[src/rtl/dpmm_pkg.sv]
// Constants and types for the drive power-mode manager.
// Assumes a single 20 MHz core clock and a command decoder upstream.
package dpmm_pkg;
    localparam int CLK_HZ = 20_000_000;
    localparam int TICK_MS_DEFAULT = 5_000;
    localparam logic [7:0] CNT_OFF = 8'h00;
    localparam logic [7:0] CNT_RESET = 8'h00;

    typedef enum logic [2:0] {
        DPMM_ACTIVE = 3'b000,
        DPMM_IDLE = 3'b001,
        DPMM_STANDBY = 3'b010,
        DPMM_SPINUP = 3'b011,
        DPMM_SLEEP_PEND = 3'b100,
        DPMM_SLEEP = 3'b101
    } dpmm_state_t;

    typedef enum logic [1:0] {
        DPMM_SUB_ACTIVE_IDLE = 2'b00,
        DPMM_SUB_LOW_POWER = 2'b01,
        DPMM_SUB_LOW_RPM = 2'b10
    } dpmm_sub_t;

    typedef enum logic [2:0] {
        DPMM_CMD_IDLE = 3'b000,
        DPMM_CMD_IDLE_IMM = 3'b001,
        DPMM_CMD_STANDBY = 3'b010,
        DPMM_CMD_STANDBY_IMM = 3'b011,
        DPMM_CMD_SLEEP = 3'b100,
        DPMM_CMD_CHECK = 3'b101,
        DPMM_CMD_OTHER = 3'b110
    } dpmm_cmd_t;

    // Power-mode report codes for the query answer
    localparam logic [7:0] RPT_STANDBY = 8'h00;
    localparam logic [7:0] RPT_SPINUP = 8'h40;
    localparam logic [7:0] RPT_IDLE = 8'h80;
    localparam logic [7:0] RPT_ACTIVE = 8'hFF;
endpackage

[src/rtl/dpmm_manager.sv]
// Power-mode state machine with standby timer for a disk drive.
// Assumes commands arrive as one-cycle strobes from same-clock logic;
// reset requests and straps come from pins and are synchronised here.
`timescale 1ns/1ps
`default_nettype none
module dpmm_manager
    import dpmm_pkg::*;
#(
    parameter int TICK_MS = TICK_MS_DEFAULT,
    parameter int SPINUP_CYC = 64
) (
    input wire logic clk_sys,
    input wire logic reset_n,
    input wire logic por_pulse,
    input wire logic if_reset,
    input wire logic puis_enable,
    input wire logic cmd_valid,
    input wire dpmm_cmd_t cmd_code,
    input wire logic [7:0] cmd_count,
    input wire logic cmd_busy,
    input wire logic bg_media,
    input wire logic media_req,
    input wire dpmm_sub_t idle_sub,
    output logic cmd_done,
    output logic [7:0] mode_report,
    output logic media_go,
    output logic status_busy,
    output logic status_ready,
    output logic iface_active,
    output logic heads_loaded,
    output logic spindle_full,
    output logic spindle_reduced,
    output logic spindle_on,
    output logic servo_full,
    output logic aux_power,
    output logic timer_enabled,
    output dpmm_state_t power_state
);
    // Ticks are counted in clock cycles; a step may exceed 4096 cycles
    localparam longint TICK_CYC_L = (longint'(CLK_HZ) / 1000) * longint'(TICK_MS);
    localparam logic [31:0] TICK_CYC = (TICK_CYC_L < 1) ? 32'h0000_0001 : 32'(TICK_CYC_L);
    localparam logic [15:0] SPIN_CYC = 16'(SPINUP_CYC);

    logic ifr_s1_r, ifr_s2_r, ifr_s3_r;
    logic puis_s1_r, puis_s2_r;
    logic por_s1_r, por_s2_r;
    logic por_seen_r;
    dpmm_state_t state_r, state_nxt;
    logic [7:0] count_r, count_nxt;
    logic timer_en_r, timer_en_nxt;
    logic [31:0] tick_r;
    logic [7:0] steps_r;
    logic [15:0] spin_r;
    logic done_r;
    logic [7:0] report_r;
    logic iface_r, loaded_r, spin_on_r, reduced_r;
    logic full_r, servo_r, aux_r;

    always_ff @(posedge clk_sys) begin
        if (!reset_n) begin
            ifr_s1_r <= 1'b0;
            ifr_s2_r <= 1'b0;
            ifr_s3_r <= 1'b0;
        end else begin
            ifr_s1_r <= if_reset;
            ifr_s2_r <= ifr_s1_r;
            ifr_s3_r <= ifr_s2_r;
        end
    end

    // Strap keeps sampling through reset, so power-on sees its settled level
    always_ff @(posedge clk_sys) begin
        puis_s1_r <= puis_enable;
        puis_s2_r <= puis_s1_r;
    end

    always_ff @(posedge clk_sys) begin
        if (!reset_n) begin
            por_s1_r <= 1'b0;
            por_s2_r <= 1'b0;
        end else begin
            por_s1_r <= por_pulse;
            por_s2_r <= por_s1_r;
        end
    end

    // One view per state keeps the decodes below readable
    wire st_active = (state_r == DPMM_ACTIVE);
    wire st_idle = (state_r == DPMM_IDLE);
    wire st_standby = (state_r == DPMM_STANDBY);
    wire st_spinup = (state_r == DPMM_SPINUP);
    wire st_pend = (state_r == DPMM_SLEEP_PEND);
    wire st_sleep = (state_r == DPMM_SLEEP);

    wire ifr_rise = ifr_s2_r & ~ifr_s3_r;
    wire por_now = por_s2_r | ~por_seen_r;
    wire cmd_any = cmd_valid;
    wire is_idle_cmd = cmd_valid & ((cmd_code == DPMM_CMD_IDLE) | (cmd_code == DPMM_CMD_IDLE_IMM));
    wire is_stby_cmd = cmd_valid & ((cmd_code == DPMM_CMD_STANDBY) | (cmd_code == DPMM_CMD_STANDBY_IMM));
    wire loads_timer = cmd_valid & ((cmd_code == DPMM_CMD_IDLE) | (cmd_code == DPMM_CMD_STANDBY));
    wire is_sleep_cmd = cmd_valid & (cmd_code == DPMM_CMD_SLEEP);
    wire is_check_cmd = cmd_valid & (cmd_code == DPMM_CMD_CHECK);
    wire working = cmd_busy | bg_media;
    wire awake = st_active | st_idle;
    wire tick_hit = (tick_r == TICK_CYC - 32'h0000_0001);
    // A command in the expiry cycle wins, since it restarts the period
    wire expired = timer_en_r & awake & tick_hit & ~cmd_any & (steps_r + 8'h01 >= count_r);
    wire tick_clear = cmd_any | working | ~awake | ~timer_en_r;
    wire spun_up = (spin_r == SPIN_CYC - 16'h0001);
    wire in_sleep = st_pend | st_sleep;

    // Timer setting: non-immediate idle/standby load it, power-on clears it
    always_comb begin
        count_nxt = count_r;
        timer_en_nxt = timer_en_r;
        if (por_now) begin
            count_nxt = CNT_RESET;
            timer_en_nxt = 1'b0;
        end else if (loads_timer & ~in_sleep) begin
            count_nxt = cmd_count;
            timer_en_nxt = (cmd_count != CNT_OFF);
        end
    end

    // Next power state; power-on strap and resets take priority
    always_comb begin
        state_nxt = state_r;
        case (state_r)
            DPMM_ACTIVE, DPMM_IDLE: begin
                if (is_sleep_cmd) begin
                    state_nxt = DPMM_SLEEP_PEND;
                end else if (is_stby_cmd | expired) begin
                    state_nxt = DPMM_STANDBY;
                end else if (is_idle_cmd) begin
                    state_nxt = DPMM_IDLE;
                end else if (working) begin
                    state_nxt = DPMM_ACTIVE;
                end else begin
                    state_nxt = DPMM_IDLE;
                end
            end
            DPMM_STANDBY: begin
                if (is_sleep_cmd) begin
                    state_nxt = DPMM_SLEEP_PEND;
                end else if (is_idle_cmd) begin
                    state_nxt = DPMM_IDLE;
                end else if (is_stby_cmd) begin
                    state_nxt = DPMM_STANDBY;
                end else if (media_req) begin
                    state_nxt = DPMM_SPINUP;
                end
            end
            DPMM_SPINUP: begin
                if (is_sleep_cmd) begin
                    state_nxt = DPMM_SLEEP_PEND;
                end else if (is_stby_cmd) begin
                    state_nxt = DPMM_STANDBY;
                end else if (is_idle_cmd) begin
                    state_nxt = DPMM_IDLE;
                end else if (spun_up) begin
                    state_nxt = DPMM_ACTIVE;
                end
            end
            DPMM_SLEEP_PEND: begin
                state_nxt = DPMM_SLEEP;
            end
            DPMM_SLEEP: begin
                state_nxt = DPMM_SLEEP;
            end
            default: begin
                state_nxt = DPMM_IDLE;
            end
        endcase
        if (ifr_rise & in_sleep) begin
            state_nxt = DPMM_STANDBY;
        end
        if (por_now) begin
            state_nxt = puis_s2_r ? DPMM_STANDBY : DPMM_IDLE;
        end
    end

    always_ff @(posedge clk_sys) begin
        if (!reset_n) begin
            state_r <= DPMM_IDLE;
        end else begin
            state_r <= state_nxt;
        end
    end

    // Interface reset leaves timer setting alone; only power-on clears it
    always_ff @(posedge clk_sys) begin
        if (!reset_n) begin
            count_r <= CNT_RESET;
            timer_en_r <= 1'b0;
        end else begin
            count_r <= count_nxt;
            timer_en_r <= timer_en_nxt;
        end
    end

    // First cycle out of reset is treated as a power-on event
    always_ff @(posedge clk_sys) begin
        if (!reset_n) begin
            por_seen_r <= 1'b0;
        end else begin
            por_seen_r <= 1'b1;
        end
    end

    // Any command or activity restarts the inactivity period
    always_ff @(posedge clk_sys) begin
        if (!reset_n) begin
            tick_r <= 32'h0000_0000;
        end else if (tick_clear | tick_hit) begin
            tick_r <= 32'h0000_0000;
        end else begin
            tick_r <= tick_r + 32'h0000_0001;
        end
    end

    always_ff @(posedge clk_sys) begin
        if (!reset_n) begin
            steps_r <= 8'h00;
        end else if (tick_clear) begin
            steps_r <= 8'h00;
        end else if (tick_hit) begin
            steps_r <= steps_r + 8'h01;
        end
    end

    always_ff @(posedge clk_sys) begin
        if (!reset_n) begin
            spin_r <= 16'h0000;
        end else if (state_r == DPMM_SPINUP) begin
            spin_r <= spin_r + 16'h0001;
        end else begin
            spin_r <= 16'h0000;
        end
    end

    wire [7:0] report_val = st_spinup ? RPT_SPINUP :
                            st_standby ? RPT_STANDBY :
                            st_idle ? RPT_IDLE : RPT_ACTIVE;

    // Drive controls are registered from the next state so they never glitch
    wire dpmm_sub_t sub = idle_sub;
    wire nxt_active = (state_nxt == DPMM_ACTIVE);
    wire nxt_idle = (state_nxt == DPMM_IDLE);
    wire nxt_awake = nxt_active | nxt_idle;
    wire nxt_spinup = (state_nxt == DPMM_SPINUP);
    wire nxt_loaded = nxt_active | (nxt_idle & (sub == DPMM_SUB_ACTIVE_IDLE));
    wire nxt_reduced = nxt_idle & (sub == DPMM_SUB_LOW_RPM);

    always_ff @(posedge clk_sys) begin
        if (!reset_n) begin
            iface_r <= 1'b1;
            loaded_r <= 1'b1;
            spin_on_r <= 1'b1;
            reduced_r <= 1'b0;
            full_r <= 1'b1;
            servo_r <= 1'b0;
            aux_r <= 1'b1;
        end else begin
            iface_r <= (state_nxt != DPMM_SLEEP);
            loaded_r <= nxt_loaded;
            spin_on_r <= nxt_awake | nxt_spinup;
            reduced_r <= nxt_reduced;
            full_r <= nxt_awake & ~nxt_reduced;
            servo_r <= nxt_active;
            aux_r <= nxt_loaded;
        end
    end

    // Every command completes in one cycle, sleep included, before sleep locks out
    always_ff @(posedge clk_sys) begin
        if (!reset_n) begin
            done_r <= 1'b0;
        end else begin
            done_r <= cmd_valid & ~st_sleep;
        end
    end

    // Report holds until the next query so the host may read it late
    always_ff @(posedge clk_sys) begin
        if (!reset_n) begin
            report_r <= RPT_IDLE;
        end else if (is_check_cmd) begin
            report_r <= report_val;
        end
    end

    assign cmd_done = done_r;
    assign mode_report = report_r;
    assign power_state = state_r;
    assign timer_enabled = timer_en_r;
    assign media_go = media_req & awake;
    assign status_busy = st_active & cmd_busy;
    // Ready is an interface flag only; standby still reports ready
    assign status_ready = ~in_sleep;
    assign iface_active = iface_r;
    assign heads_loaded = loaded_r;
    assign spindle_on = spin_on_r;
    assign spindle_reduced = reduced_r;
    assign spindle_full = full_r;
    assign servo_full = servo_r;
    assign aux_power = aux_r;
endmodule
`default_nettype wire

[config.mk]
export PLATFORM = sky130hd
export DESIGN_NAME = dpmm_manager
export DESIGN_NICKNAME = d
export VERILOG_FILES = /design/src/rtl/dpmm_pkg.sv /design/src/rtl/dpmm_manager.sv
export SDC_FILE = /design/constraint.sdc
export NUM_CORES = 1
export LEC_CHECK = 0
export BUFFER_PORTS_ARGS = -buffer_cell sky130_fd_sc_hd__clkbuf_2
export CORE_MARGIN = 2
export CORE_UTILIZATION = 35
export DETAILED_ROUTE_END_ITERATION = 12
export PLACE_DENSITY_LB_ADDON = 0.05
export SYNTH_ARGS = -nofsm -noshare
export SYNTH_HDL_FRONTEND = slang
export SYNTH_SLANG_ARGS = --single-unit
[constraint.sdc]
create_clock -name clk_sys -period 3.1 [get_ports clk_sys]
set_input_delay 0.31 -clock clk_sys [delete_from_list [all_inputs] [get_ports clk_sys]]
set_output_delay 0.31 -clock clk_sys [all_outputs]
set_load 0.05 [all_outputs]
==> impl_summary.md <==
Placement
In this run the tool buffered the top-level ports with 44 buffer cells. The pre-CTS setup slack is 0.326 ns. Once placement finished, the instance area stood at 0.00431 mm^2. The HPWL after detailed placement is 6.04 mm. The placer congestion estimate is 0.784.

GRT
The first global-routing pass estimated 14.5 mm of wire. The total grt overflow is 0. The via count of the first global-routing pass came to 2986. In the global route stage, overall resource usage came out at 0.144. The number of antenna violations at the first check in global routing is 0. Entering global routing, the biggest net connects 32 pins.

Final layout
At the end of the flow, the number of nets in the layout was 524. The area added between synthesis and finish is 14.7%. The finished cells cover 0.00460 mm^2. The post-layout utilization of the core is 0.406.

The total inserted antenna cells is 0. The number of inserted filler cells in the final layout is 1174. The fraction of final layout cells with drive strength greater than 1 is 0.157.

Floorplanning
The core outline area is 0.0113 mm^2. The die footprint is 0.0123 mm^2. The die is 111 um wide.

The initial utilization of the core area, before any placement, comes to 0.354. Row generation in the floorplan step produced 39 rows. Pin placement for this block handled 45 I/O pins. Measured along the y axis, the die boundary spans 111 um.

Critical path
Counting cells, the worst reg-to-reg path comes to 10. The data required time at the worst endpoint is 3.33 ns. The signal on the critical path passes through ha_1 > nand3_1 > or2_2 > xnor2_1 > ha_1 > nand4_1 > o311a_1 > o21ai_2 > nand2_1 > or2_1.

The cell at the slowest stage of the critical path is o311a_1. The worst setup path startpoint is steps_r[0]. The launch instance of the worst register-to-register path is steps_r[0]. The critical path class is flip-flop to flip-flop. Data arrives at the worst endpoint at 2.99 ns. The end of the worst register-to-register path is power_state[0].

Across all register-to-register paths, the minimum setup slack is 0.34 ns. By instance count, the cell type seen most on the critical path is ha_1. Together, buffers and inverters on the worst path number 0.

The maximum fanout along the worst path is 4. The number of stages on the worst setup path is 10. The kind of end point of the critical path is a flip-flop.

The worst setup path is launched from a flip-flop. The most critical setup path has its endpoint at power_state[0]. The largest stage delay on the critical path is 0.40 ns. The cell type group with the largest total delay on the critical path is simple AND/OR/NAND/NOR gates.

Clock network
The tree built by TritonCTS fans out to 86 sinks. The clock latency on the worst-skew pair is 0.34 ns. Buffers added to address setup during post-CTS repair amount to 0. The total number of H-tree levels is 3. Once the clock tree was built, the resizer swapped 0 gates to a different size. No sink is reached through more buffers than the 2 on the longest clock path.

After clock tree synthesis, the flow added hold-fix buffers numbering 0. The number of buffers inserted during clock tree synthesis is 9. The tree is rooted in a clkbuf_16. The clock tree from TritonCTS is done. The clock slew seen by the registers of the worst setup and hold paths is 0.06 ns.

Yosys
The share of synthesized area in the top cell type comes to 0.429. The distinct cell type count after synthesis is 55. Each instance of the synthesized netlist takes up on average 8.91 um^2.

In the post-synthesis netlist, the biggest area contributors are dfxtp_1 (43%), nor2_1 (7.3%), xnor2_1 (5.7%), xor2_1 (5.2%), ha_1 (3.4%). The dominant combinational cell family by area after synthesis is simple AND/OR/NAND/NOR gates. The synthesized-area fraction occupied by ao, oa, aoi and oai cells came to 0.0814. During synthesis, Yosys emitted a total of 0 warnings.

The post-synthesis adder-cell area fraction is 0.0343. The post-synthesis instance area is 0.00401 mm^2. Of the total synthesized cell area, the portion taken by XOR and XNOR cells is 0.109. dfxtp_1 takes more of the synthesized area than any other cell. For this run, the register share of the synthesized area comes to 0.429. The number of synthesized flops with an enable pin is 0. The mux share of post-synthesis cell area is 0.0225. For this run, the leading register cell type out of synthesis is dfxtp_1. The fraction of registers with async set or reset after synthesis is 0.

The net count after synthesis is 483. Synthesis inferred 86 register bits. The gate count of the mapped netlist is 450.

The area fraction in and, or, nand and nor cells after synthesis is 0.279.

Timing
Measured against its own limit, the worst slew margin works out to 0.569. Setup slack closes at 0.337 ns. Setup violations remaining at the end of the flow were counted as 0. The final hold violation count is 0.

Timing would allow up to 0.362 GHz. The total negative slack is 0 ns. In the finished design, the share of the clock period the worst path needs comes to 0.891.

The total count of max-transition violations in the final report came to 0. Setup repair after global routing left no endpoint under its margin. The worst-case clock skew is 0.00542 ns. At the pin with the least slew margin, the transition time is 0.640 ns. For the finished layout, the period the worst path requires is 2.76 ns.

Route
Detailed routing inserted a total of 3137 vias. The detail route stage leaves a number of antenna-violating nets equal to 0. The number of search-and-repair iterations in the first detailed-routing pass is 4.

In the final routed layout, each cell accounts on average for 13.1 um. The final routed DRC violation total is 0. The routed via count divided by cell count is 4.91. The total detailed-routing wirelength is 8.38 mm. The first-iteration detailed-routing DRC count is 145.

Flow run
The max-capacitance violation count is 0.

Run status
The run finished with clean final reports.

Pwr
The share of total power dissipated in combinational logic is 0.071. The switching portion of total power is 0.238. The proportion of power drawn by flip-flops and latches is 0.487. The share of total power dissipated in the clock network is 0.442.

For this design the static power due to leakage is 0.00172 uW. The switching power is 556 uW. Cell internal power was estimated by the tool at 1780 uW.

In this run the power density over the cells is 507 mW/mm^2. The worst-case IR drop observed on VDD is 0.233 mV.

Min path
The path class of the lowest-slack min-delay path is input pin to flip-flop. The source of the worst hold timing path is puis_enable.
-- sequential cells by signal, summed over array words and instances, names as in the netlist, 3 cells and up --
name,flops
count_r,8
mode_report,3
power_state,3
spin_r,16
steps_r,8
tick_r,32
-- synthesized netlist by cell type (all sizes together), types with 9 or more instances --
master   n
buf      9
xnor2   26
or3     10
nand3   24
dfxtp   86
mux2i    9
nand4   15
nand2   23
inv     15
and3    11
a21oi   18
o21ai   16
nor2    79
xor2    24
ha      11
-- kinds of logic (layout without fill, tap and decap cells) --
| family | count (synthesis) | after routing |
|---|---|---|
| DFF | 86 | 86 |
| and+or+nand+nor | 212 | 212 |
| xor gates and xnor gates | 50 | 50 |
| muxes | 9 | 9 |
| AOI/OAI and AO/OA | 50 | 50 |
| buffers and inverters | 32 | 78 |
| adders and majority gates | 11 | 11 |
-- worst min-delay path by stage --
stage	to	slack, ns	depth (start not counted)
6_report	puis_s1_r	0.07	1
4_1_cts	puis_s1_r	0.05	1
3_3_place_gp	puis_s2_r	0.35	0
3_5_place_dp	puis_s2_r	0.35	0
5_1_grt	puis_s1_r	0.06	1
2_1_floorplan	puis_s2_r	0.31	0
-- cell usage in the layout (no fill, tap or decap), types with 6 or more instances in the layout --
cell type	count
a21oi_1	17
and2_1	7
and3_1	10
clkbuf_16	9
clkbuf_2	44
dfxtp_1	86
ha_1	11
inv_1	15
mux2i_1	9
nand2_1	23
nand3_1	23
nand4_1	15
nor2_1	78
nor3_1	6
nor4_1	6
o21ai_0	13
or3_1	10
xnor2_1	26
xor2_1	24
-- power groups by stage --
stage                     Clock (uW)  Combinational (uW)  Sequential [uW]
after floorplan                    0                96.0             1190
after global placement             0                 166             1160
after detailed placement           0                 166             1160
after CTS                       1070                 167             1140
after global routing            1110                 178             1140
final                           1030                 165             1140
-- per-layer routing --
metal,vias up,track usage,part of all wire
li1,1637,-,-
met2,41,0.226,0.44
met4,0,0.0691,0.021
met5,-,0,0
met1,1447,0.192,0.51
met3,12,0.0279,0.029
-- worst reg2reg max path, stage by stage, from the launching register on --
cell and delay [ns]:
dfxtp_1 0.39, ha_1 0.23, nand3_1 0.16, or2_2 0.36
xnor2_1 0.14, ha_1 0.31, nand4_1 0.10, o311a_1 0.40
o21ai_2 0.23, nand2_1 0.12, or2_1 0.23
-- per-stage QoR --
| step | instances | total power [uW] | hold slack, ns |
|---|---|---|---|
| 3_3_place_gp | 623 | 1330 | 0.350 |
| 2_1_floorplan | 450 | 1290 | 0.310 |
| 6_report | 639 | 2330 | 0.0682 |
| 4_1_cts | 639 | 2380 | 0.0523 |
| 5_1_grt | 639 | 2430 | 0.0616 |
| 3_5_place_dp | 623 | 1330 | 0.349 |
-- cell type report --
class,count,area (um^2),share of cell area
clock buffers,12,267,0.0580
repair buffers,47,243,0.0528
inverters,15,56.3,0.0122
well taps,143,179,0.0389
clock inverters,4,20.0,0.00435
flip-flops and latches,86,1720,0.374
multi-input cells,332,2110,0.459
(Power assumes the default switching activity.)
